### src/jtbs_pkg.sv
// jtbs_pkg: constants, codes and types for the boundary-scan test port.
// assumes one system clock that is much faster than the test clock.
// How it works
// four pins: clock, data in, data out, mode
// sixteen-state controller held in four bits
// mode level at test-clock rise picks transitions
// reset puts controller in Test-Logic-Reset, no clock
// five mode-high clocks always reach Test-Logic-Reset
// decode EXTEST, SAMPLE/PRELOAD and BYPASS, plus IDCODE
// bypass, identification and boundary registers selectable
// unused or unknown instructions route through bypass
// 32-bit identification: lsb, maker, part, version
// boundary cells observe and control every pin
// controller derives capture, shift, update, select strobes; code has no select strobe
// data out moves on falling edge, else released
`default_nettype none
package jtbs_pkg;

	// ==========================================================
	// sizes
	localparam int NPINS = 8;
	localparam int IR_W = 4;
	localparam int ID_W = 32;
	localparam int BSR_W = 2 * NPINS;
	localparam int HI_RESET_CNT = 5;

	// ==========================================================
	// instruction codes
	localparam logic [IR_W-1:0] INS_EXTEST = 4'h0;
	localparam logic [IR_W-1:0] INS_SAMPLE = 4'h1;
	localparam logic [IR_W-1:0] INS_IDCODE = 4'h2;
	localparam logic [IR_W-1:0] INS_BYPASS = 4'hf;
	localparam logic [IR_W-1:0] IR_CAPT_VAL = 4'h1;

	// ==========================================================
	// identification fields; the values are arbitrary
	localparam logic [3:0] ID_VERSION = 4'h1;
	localparam logic [15:0] ID_PART = 16'h0a5c;
	localparam logic [10:0] ID_MAKER = 11'h123;
	localparam logic ID_LSB = 1'h1;
	localparam logic [ID_W-1:0] ID_VALUE = {ID_VERSION, ID_PART, ID_MAKER, ID_LSB};

	// ==========================================================
	// types
	typedef enum logic [3:0] {
		ST_TLR, ST_RTI, ST_SEL_DR, ST_CAP_DR, ST_SH_DR, ST_EX1_DR, ST_PA_DR, ST_EX2_DR,
		ST_UPD_DR, ST_SEL_IR, ST_CAP_IR, ST_SH_IR, ST_EX1_IR, ST_PA_IR, ST_EX2_IR, ST_UPD_IR
	} jtbs_state_type;

	typedef enum logic [1:0] {SEL_BYPASS, SEL_IDCODE, SEL_BSR} jtbs_sel_type;

	// boundary word: enable cells above data cells
	typedef struct packed {
		logic [NPINS-1:0] oe;
		logic [NPINS-1:0] dat;
	} jtbs_bsr_type;

endpackage
`default_nettype wire

### src/jtbs_buf.sv
// jtbs_buf: two-entry buffer with valid and ready on both sides.
// assumes the same clock and clock enable as the tap.
`timescale 1ns/1ps
`default_nettype none
module jtbs_buf import jtbs_pkg::*; #(
	parameter int W = BSR_W
) (
	input wire logic sys_clk,
	input wire logic resetn,
	input wire logic ce,
	input wire logic [W-1:0] in_data,
	input wire logic in_valid,
	output logic in_ready,
	output logic [W-1:0] out_data,
	output logic out_valid,
	input wire logic out_ready
);
	// ==========================================================
	// storage: head drives the output straight from a flop
	logic [W-1:0] tail_r;
	logic [1:0] cnt_r;
	logic [1:0] cnt_nxt;
	logic push;
	logic pop;

	assign push = in_valid && in_ready;
	assign pop = out_valid && out_ready;

	always_comb begin
		cnt_nxt = cnt_r;
		if (push && !pop)
			cnt_nxt = cnt_r + 2'h1;
		else if (pop && !push)
			cnt_nxt = cnt_r - 2'h1;
	end

	always_ff @(posedge sys_clk) begin
		if (!resetn) begin
			cnt_r <= 2'h0;
			in_ready <= 1'h1;
			out_valid <= 1'h0;
		end else if (ce) begin
			cnt_r <= cnt_nxt;
			in_ready <= (cnt_nxt != 2'h2);
			out_valid <= (cnt_nxt != 2'h0);
		end
	end

	always_ff @(posedge sys_clk) begin
		if (!resetn) begin
			out_data <= '0;
			tail_r <= '0;
		end else if (ce) begin
			if (pop && cnt_r == 2'h2)
				out_data <= tail_r;
			else if (push && (cnt_r == 2'h0 || (cnt_r == 2'h1 && pop)))
				out_data <= in_data;
			if (push && cnt_r == 2'h1 && !pop)
				tail_r <= in_data;
		end
	end
endmodule // jtbs_buf
`default_nettype wire

### src/jtbs_tap.sv
// jtbs_tap: test access port, controller, instruction and data registers.
// assumes tck, tms, tdi and pin_in arrive asynchronously; tck is far
// slower than sys_clk so every edge is seen by the sampled copy.
`timescale 1ns/1ps
`default_nettype none
module jtbs_tap import jtbs_pkg::*; (
	input wire logic sys_clk,
	input wire logic resetn,
	input wire logic ce,
	input wire logic tck,
	input wire logic tms,
	input wire logic tdi,
	output logic tdo,
	output logic tdo_oe_n,
	input wire logic [NPINS-1:0] pin_in,
	input wire logic [NPINS-1:0] core_out,
	input wire logic [NPINS-1:0] core_oe,
	output logic [NPINS-1:0] core_in,
	output logic [NPINS-1:0] pin_out,
	output logic [NPINS-1:0] pin_oe_n,
	output jtbs_bsr_type upd_data,
	output logic upd_valid,
	input wire logic upd_ready
);
	// ==========================================================
	// input synchronisers
	logic tck_s1, tck_s2, tck_s3;
	logic tms_s1, tms_s2;
	logic tdi_s1, tdi_s2;
	logic [NPINS-1:0] pin_s1, pin_s2;
	logic rise, fall;

	always_ff @(posedge sys_clk) begin
		if (!resetn) begin
			{tck_s1, tck_s2, tck_s3} <= 3'h0;
			{tms_s1, tms_s2, tdi_s1, tdi_s2} <= 4'hf;
			pin_s1 <= '0;
			pin_s2 <= '0;
		end else if (ce) begin
			tck_s1 <= tck;
			tck_s2 <= tck_s1;
			tck_s3 <= tck_s2;
			tms_s1 <= tms;
			tms_s2 <= tms_s1;
			tdi_s1 <= tdi;
			tdi_s2 <= tdi_s1;
			pin_s1 <= pin_in;
			pin_s2 <= pin_s1;
		end
	end

	// edges come only from the second and third stages
	assign rise = ce && tck_s2 && !tck_s3;
	assign fall = ce && !tck_s2 && tck_s3;

	// ==========================================================
	// controller
	jtbs_state_type state_r, state_nxt;

	always_comb begin
		unique case (state_r)
			ST_TLR: state_nxt = tms_s2 ? ST_TLR : ST_RTI;
			ST_RTI: state_nxt = tms_s2 ? ST_SEL_DR : ST_RTI;
			ST_SEL_DR: state_nxt = tms_s2 ? ST_SEL_IR : ST_CAP_DR;
			ST_CAP_DR: state_nxt = tms_s2 ? ST_EX1_DR : ST_SH_DR;
			ST_SH_DR: state_nxt = tms_s2 ? ST_EX1_DR : ST_SH_DR;
			ST_EX1_DR: state_nxt = tms_s2 ? ST_UPD_DR : ST_PA_DR;
			ST_PA_DR: state_nxt = tms_s2 ? ST_EX2_DR : ST_PA_DR;
			ST_EX2_DR: state_nxt = tms_s2 ? ST_UPD_DR : ST_SH_DR;
			ST_UPD_DR: state_nxt = tms_s2 ? ST_SEL_DR : ST_RTI;
			ST_SEL_IR: state_nxt = tms_s2 ? ST_TLR : ST_CAP_IR;
			ST_CAP_IR: state_nxt = tms_s2 ? ST_EX1_IR : ST_SH_IR;
			ST_SH_IR: state_nxt = tms_s2 ? ST_EX1_IR : ST_SH_IR;
			ST_EX1_IR: state_nxt = tms_s2 ? ST_UPD_IR : ST_PA_IR;
			ST_PA_IR: state_nxt = tms_s2 ? ST_EX2_IR : ST_PA_IR;
			ST_EX2_IR: state_nxt = tms_s2 ? ST_UPD_IR : ST_SH_IR;
			ST_UPD_IR: state_nxt = tms_s2 ? ST_SEL_DR : ST_RTI;
		endcase
	end

	// system reset stands in for power-up: no test clock needed
	always_ff @(posedge sys_clk) begin
		if (!resetn)
			state_r <= ST_TLR;
		else if (rise)
			state_r <= state_nxt;
	end

	// ==========================================================
	// strobes and instruction decode
	logic cap_ir, sh_ir, upd_ir, cap_dr, sh_dr, upd_dr;
	logic [IR_W-1:0] ir_r, ir_sh_r;
	jtbs_sel_type sel;

	assign cap_ir = rise && state_r == ST_CAP_IR;
	assign sh_ir = rise && state_r == ST_SH_IR;
	assign upd_ir = rise && state_r == ST_UPD_IR;
	assign cap_dr = rise && state_r == ST_CAP_DR;
	assign sh_dr = rise && state_r == ST_SH_DR;
	assign upd_dr = rise && state_r == ST_UPD_DR;

	always_comb begin
		unique case (ir_r)
			INS_EXTEST: sel = SEL_BSR;
			INS_SAMPLE: sel = SEL_BSR;
			INS_IDCODE: sel = SEL_IDCODE;
			default: sel = SEL_BYPASS;
		endcase
	end

	always_ff @(posedge sys_clk) begin
		if (!resetn) begin
			ir_r <= INS_IDCODE;
			ir_sh_r <= '0;
		end else if (rise) begin
			if (state_r == ST_TLR)
				ir_r <= INS_IDCODE;
			if (cap_ir)
				ir_sh_r <= IR_CAPT_VAL;
			else if (sh_ir)
				ir_sh_r <= {tdi_s2, ir_sh_r[IR_W-1:1]};
			if (upd_ir)
				ir_r <= ir_sh_r;
		end
	end

	// ==========================================================
	// data registers
	logic byp_r;
	logic [ID_W-1:0] id_sh_r;
	logic [BSR_W-1:0] bsr_sh_r;
	jtbs_bsr_type bsr_upd_r;

	always_ff @(posedge sys_clk) begin
		if (!resetn) begin
			byp_r <= 1'h0;
			id_sh_r <= '0;
			bsr_sh_r <= '0;
		end else if (rise) begin
			if (cap_dr) begin
				byp_r <= 1'h0;
				id_sh_r <= ID_VALUE;
				bsr_sh_r <= {core_oe, pin_s2};
			end else if (sh_dr) begin
				unique case (sel)
					SEL_BYPASS: byp_r <= tdi_s2;
					SEL_IDCODE: id_sh_r <= {tdi_s2, id_sh_r[ID_W-1:1]};
					SEL_BSR: bsr_sh_r <= {tdi_s2, bsr_sh_r[BSR_W-1:1]};
				endcase
			end
		end
	end

	// ==========================================================
	// boundary update word, held until the buffer takes it
	logic upd_pend_r;
	logic buf_ready;

	always_ff @(posedge sys_clk) begin
		if (!resetn) begin
			bsr_upd_r <= '0;
			upd_pend_r <= 1'h0;
		end else if (ce) begin
			if (upd_dr && sel == SEL_BSR) begin
				bsr_upd_r <= bsr_sh_r;
				upd_pend_r <= 1'h1;
			end else if (buf_ready)
				upd_pend_r <= 1'h0;
		end
	end

	jtbs_buf #(
		.W(BSR_W)
	) jtbs_buf_i (
		.sys_clk(sys_clk),
		.resetn(resetn),
		.ce(ce),
		.in_data(bsr_upd_r),
		.in_valid(upd_pend_r),
		.in_ready(buf_ready),
		.out_data(upd_data),
		.out_valid(upd_valid),
		.out_ready(upd_ready)
	);

	// ==========================================================
	// pins: extest drives from the update cells, else the core
	always_ff @(posedge sys_clk) begin
		if (!resetn) begin
			pin_out <= '0;
			pin_oe_n <= '1;
			core_in <= '0;
		end else if (ce) begin
			core_in <= pin_s2;
			if (ir_r == INS_EXTEST) begin
				pin_out <= bsr_upd_r.dat;
				pin_oe_n <= ~bsr_upd_r.oe;
			end else begin
				pin_out <= core_out;
				pin_oe_n <= ~core_oe;
			end
		end
	end

	// ==========================================================
	// serial output, moved on the falling test-clock edge
	logic dr_bit;

	always_comb begin
		unique case (sel)
			SEL_BYPASS: dr_bit = byp_r;
			SEL_IDCODE: dr_bit = id_sh_r[0];
			SEL_BSR: dr_bit = bsr_sh_r[0];
		endcase
	end

	always_ff @(posedge sys_clk) begin
		if (!resetn) begin
			tdo <= 1'h0;
			tdo_oe_n <= 1'h1;
		end else if (fall) begin
			tdo <= (state_r == ST_SH_IR) ? ir_sh_r[0] : dr_bit;
			tdo_oe_n <= !(state_r == ST_SH_IR || state_r == ST_SH_DR);
		end
	end

	// ==========================================================
	// checks
	logic [2:0] hi_cnt_r;

	always_ff @(posedge sys_clk) begin
		if (!resetn)
			hi_cnt_r <= 3'h0;
		else if (rise)
			hi_cnt_r <= tms_s2 ? ((hi_cnt_r == 3'h7) ? hi_cnt_r : hi_cnt_r + 3'h1) : 3'h0;
	end

	five_high_reset_a: assert property (@(posedge sys_clk) disable iff (!resetn)
		rise && tms_s2 && hi_cnt_r >= 3'(HI_RESET_CNT - 1) |=> state_r == ST_TLR)
		else $error("five mode-high clocks did not reach reset state");

	reset_state_a: assert property (@(posedge sys_clk)
		!resetn |=> state_r == ST_TLR)
		else $error("reset did not place controller in reset state");

	state_on_rise_a: assert property (@(posedge sys_clk) disable iff (!resetn)
		!rise |=> state_r == $past(state_r))
		else $error("controller moved without a rising test clock");

	tlr_to_idle_a: assert property (@(posedge sys_clk) disable iff (!resetn)
		rise && state_r == ST_TLR && !tms_s2 |=> state_r == ST_RTI)
		else $error("reset state did not step to idle on mode low");

	tdo_on_fall_a: assert property (@(posedge sys_clk) disable iff (!resetn)
		$changed(tdo) || $changed(tdo_oe_n) |-> $past(fall))
		else $error("data out changed away from a falling edge");

	tdo_release_a: assert property (@(posedge sys_clk) disable iff (!resetn)
		fall && state_r != ST_SH_IR && state_r != ST_SH_DR |=> tdo_oe_n)
		else $error("data out driven outside a shift state");

	ir_capture_a: assert property (@(posedge sys_clk) disable iff (!resetn)
		cap_ir |=> ir_sh_r == IR_CAPT_VAL)
		else $error("instruction capture pattern wrong");

	id_capture_a: assert property (@(posedge sys_clk) disable iff (!resetn)
		cap_dr && sel == SEL_IDCODE |=> id_sh_r == ID_VALUE && id_sh_r[0])
		else $error("identification capture wrong");

	bypass_path_a: assert property (@(posedge sys_clk) disable iff (!resetn)
		fall && state_r == ST_SH_DR && ir_r != INS_EXTEST && ir_r != INS_SAMPLE
		&& ir_r != INS_IDCODE |=> tdo == $past(byp_r))
		else $error("unknown instruction did not use bypass");

	extest_drive_a: assert property (@(posedge sys_clk) disable iff (!resetn)
		ce && ir_r == INS_EXTEST |=> pin_out == $past(bsr_upd_r.dat))
		else $error("pins not driven from update cells in extest");

endmodule // jtbs_tap
`default_nettype wire

### config.mk
export PLATFORM = sky130hd
export DESIGN_NAME = jtbs_tap
export DESIGN_NICKNAME = d
export VERILOG_FILES = /design/src/jtbs_pkg.sv /design/src/jtbs_buf.sv /design/src/jtbs_tap.sv
export SDC_FILE = /design/constraint.sdc
export NUM_CORES = 1
export LEC_CHECK = 0
export BUFFER_PORTS_ARGS = -buffer_cell sky130_fd_sc_hd__buf_4
export CORE_ASPECT_RATIO = 1.2
export CORE_MARGIN = 2
export CORE_UTILIZATION = 45
export CTS_BUF_LIST = sky130_fd_sc_hd__clkbuf_4
export CTS_CLUSTER_SIZE = 16
export DETAILED_ROUTE_END_ITERATION = 8
export PLACE_DENSITY = 0.65
export SYNTH_ARGS = -nofsm -noshare
export SYNTH_HDL_FRONTEND = slang
export SYNTH_HIERARCHICAL = 1
export SYNTH_SLANG_ARGS = --single-unit
### constraint.sdc
create_clock -name sys_clk -period 2.7 [get_ports sys_clk]
set_input_delay 0.54 -clock sys_clk [delete_from_list [all_inputs] [get_ports sys_clk]]
set_output_delay 0.54 -clock sys_clk [all_outputs]
set_load 0.01 [all_outputs]
==> results by group <==
Die
  – Height of the die: 139 um
  – # IOs: 74
  – Die extent in x: 117 um
  – Die ar.: 0.0163 mm2
  – # rows: 49
  – Core ar.: 0.0150 mm2
  – Starting density of the core: 0.459

STA
  – Final setup fails: 0
  – Fmax: 445 MHz
  – Final Max Slew Viols: 0
  – Fin. Hold Viols: 0
  – Crit share post-route: 0.833
  – Setup_tns: 0 ns
  – Measured slew at the worst slew-check pin: 0.705 ns
  – Unrepaired setup endpoints after global routing: false
  – Worst clock skew: 0.0201 ns
  – Slew margin rel.: 0.530
  – Final min period: 2.25 ns

Setup path
  – Crit-path max FO: 32
  – R2R setup slack: 0.45 ns
  – FF-to-FF Start: ir_r[1]
  – WP data arrival: 2.71 ns
  – CP startpoint kind: register
  – Worst r2r dst: id_sh_r[18]
  – CP Capture Type: register
  – Kind of critical path: register to register
  – CP Data Required Time: 3.17 ns
  – Reg2reg path depth: 8

CTS
  – TritonCTS buffer count: 17
  – Clock tree buffer depth: 2
  – Clock tree from TritonCTS: yes
  – H-tree Lvls: 4
  – CTS Hold Bufs: 0
  – Worst skew pair latency: 0.55 ns
  – # resized after CTS: 0
  – Clock tree root buffer cell: clkbuf_4
  – CTS Sinks: 163
  – Clock transition at path regs: 0.12 ns
  – Post-CTS setup repair buffer count: 0

Global routing
  – Overall Global Routing Usage: 0.188
  – Global-route wire length before repair: 24.8 mm
  – Vias in the first global route: 5272
  – Largest net degree at the start of global routing: 44
  – Grt ovf: 0
  – Initial antenna violation count: 1

Power
  – P_leak: 3.13 nW
  – Max IR drop VDD: 358 uV
  – Tot Pwr: 4.08 mW
  – Power density over the cells: 523 mW/mm2

Logic synthesis
  – Synth async-reset ratio: 0
  – Syn avg cell area: 9.05 um2
  – Synthesis Warnings: 6
  – Netlist cell types: 57
  – Synthesized area: 0.00687 mm2
  – Cell taking the most area after synthesis: dfxtp_1
  – Mapped Cells: 759
  – #FFs+latches synth: 163
  – Top post-synthesis cells by area: dfxtp_1 47%, mux2i_1 13%, nand2_1 5.8%
  – Ys flop type: dfxtp_1
  – Syn nets: 796
  – Top cell type's share of synthesized area: 0.475
  – Number of synthesized flops with an enable pin: 0
  – Sequential-to-total area share from yosys stat: 0.475

Min path
  – Worst Hold End: tdi_s1
  – Hold path cells: 3
  – Worst min path class: primary input to register
  – Hold path startpoint: tdi

Detailed routing
  – Total length of routed wires: 14.7 mm
  – Wire length per cell: 14.3 um
  – Routed Antenna Nets: 0
  – Vias per inst: 5.36
  – Drc violations: 0
  – Vias: 5500
  – Initial drt markers: 375
  – Drt first pass iters: 5

Run status
  – Status: complete, no violations

Layout
  – Layout area overhead: 13.3%
  – Net count, final: 846
  – Fraction of layout cells with a size suffix above 1: 0.156

Flow run
  – Max-cap violations: 0

Place
  – RD Place Congestion: 0.824
  – Port Buffers: 73
  – HPWL after DPL: 10.0 mm
-- routing by layer --
metal | GRT usage | vias up | wire length (um)
met2 | 0.319 | 124 | 7350
met3 | 0.0392 | 17 | 596
li1 | - | 2751 | -
met1 | 0.232 | 2608 | 6520
met4 | 0.0718 | 0 | 224
met5 | 0 | - | 0
-- worst max-delay path, cell delays in order (launching register included) --
cell and delay [ns]:
dfxtp_1 0.40, inv_1 0.07, nor4_1 0.42, ha_1 0.25, nand4bb_1 0.15, a211oi_2 0.25, buf_4 0.33, nor2_1 0.08
nor3b_1 0.21
-- layout make-up --
type / count / area, um2
clock buffer: 21 / 158
timing repair buffer: 90 / 676
multi-input combinational: 526 / 3280
inverter: 11 / 41.3
tap: 204 / 255
clock inverter: 10 / 108
antenna: 1 / 2.50
fill: 1456 / 7170
sequential: 163 / 3260
-- Yosys cell counts (2+ instances only) --
master and count:
dfxtp_1 163, a21oi_1 34, a211oi_2 2, a22o_1 4, nor2b_1 9, a32oi_1 2
buf_2 20, nand2b_1 2, nor2_1 76, buf_6 4, a31oi_1 20, buf_1 4
a211oi_1 18, clkbuf_1 29, a21boi_1 19, nand3b_1 4, a21o_1 3, inv_1 10
nand2_1 106, mux2i_1 91, nand3_1 29, nand4_1 4, nor3_1 17, and4_1 2
nand4bb_1 2, nor4_1 2, ha_1 6, or3_1 2, a21boi_0 3, nor3b_1 13
o21ai_0 32, and3b_1 2
-- stage by stage --
| stage | std cells | setup WS [ns] | utilization | hold WS [ns] | instance area (um2) |
|---|---|---|---|---|---|
| 2_1_floorplan | 759 | 0.665 | - | 0.431 | 6870 |
| 3_3_place_gp | 994 | 0.610 | 0.503 | 0.439 | 7520 |
| 3_5_place_dp | 994 | 0.502 | 0.503 | 0.445 | 7520 |
| 4_1_cts | 1025 | 0.471 | 0.520 | 0.150 | 7780 |
| 5_1_grt | 1026 | 0.151 | 0.521 | 0.160 | 7790 |
| 6_report | 1026 | 0.451 | 0.521 | 0.201 | 7790 |
-- state kept, by name (all words and copies together), names as in the netlist, 2 cells and up --
register and flops:
ir_r 4, pin_s1 8, ir_sh_r 4, pin_s2 8, bsr_sh_r 16, id_sh_r 32, jtbs_buf_i/tail_r 16, jtbs_buf_i/out_data 16
core_in 8, pin_out 8, jtbs_buf_i/cnt_r 2, bsr_upd_r 16, pin_oe_n 8, state_r 4
-- power breakdown --
part           leakage (nW)  switching, mW  internal [mW]
logic                  1.66          0.116          0.104
registers              1.32         0.0238           2.44
clock network         0.151          0.812          0.581
-- placed cells by master (no fill, tap or decap), types with 6 or more instances in the layout --
cell | netlist | final
clkbuf_4 | 0 | 21
inv_1 | 10 | 10
a21oi_1 | 34 | 34
nand3_1 | 29 | 29
a31oi_1 | 20 | 20
nor2_1 | 76 | 76
o21ai_0 | 32 | 32
a211oi_1 | 18 | 18
dfxtp_1 | 163 | 163
nor3_1 | 17 | 17
ha_1 | 6 | 6
nor2b_1 | 9 | 9
mux2i_1 | 91 | 91
nand2_1 | 106 | 106
nor3b_1 | 13 | 13
a21boi_1 | 19 | 19
buf_4 | 1 | 90
-- cells by family after synthesis --
family          Yosys count  share of synthesized area
xor+xnor                  2                    0.00255
flops                   163                      0.475
compound gates          148                      0.140
fa+ha+maj                 6                     0.0109
mux                      92                      0.134
buf+inv                  70                     0.0470
simple gates            278                      0.190
-- worst max path at each step --
| stage | endpoint | slack (ns) | start | cells past startpoint |
|---|---|---|---|---|
| after floorplan | bsr_upd_r[10] | 0.67 | ir_r[1] | 9 |
| after global placement | bsr_upd_r[15] | 0.61 | ir_r[1] | 8 |
| after detailed placement | id_sh_r[2] | 0.50 | ir_r[1] | 8 |
| after CTS | id_sh_r[18] | 0.47 | ir_r[1] | 8 |
| after global routing | id_sh_r[2] | 0.15 | ir_r[1] | 8 |
| final | id_sh_r[18] | 0.45 | ir_r[1] | 8 |
Power figures use the tool's default switching activity.
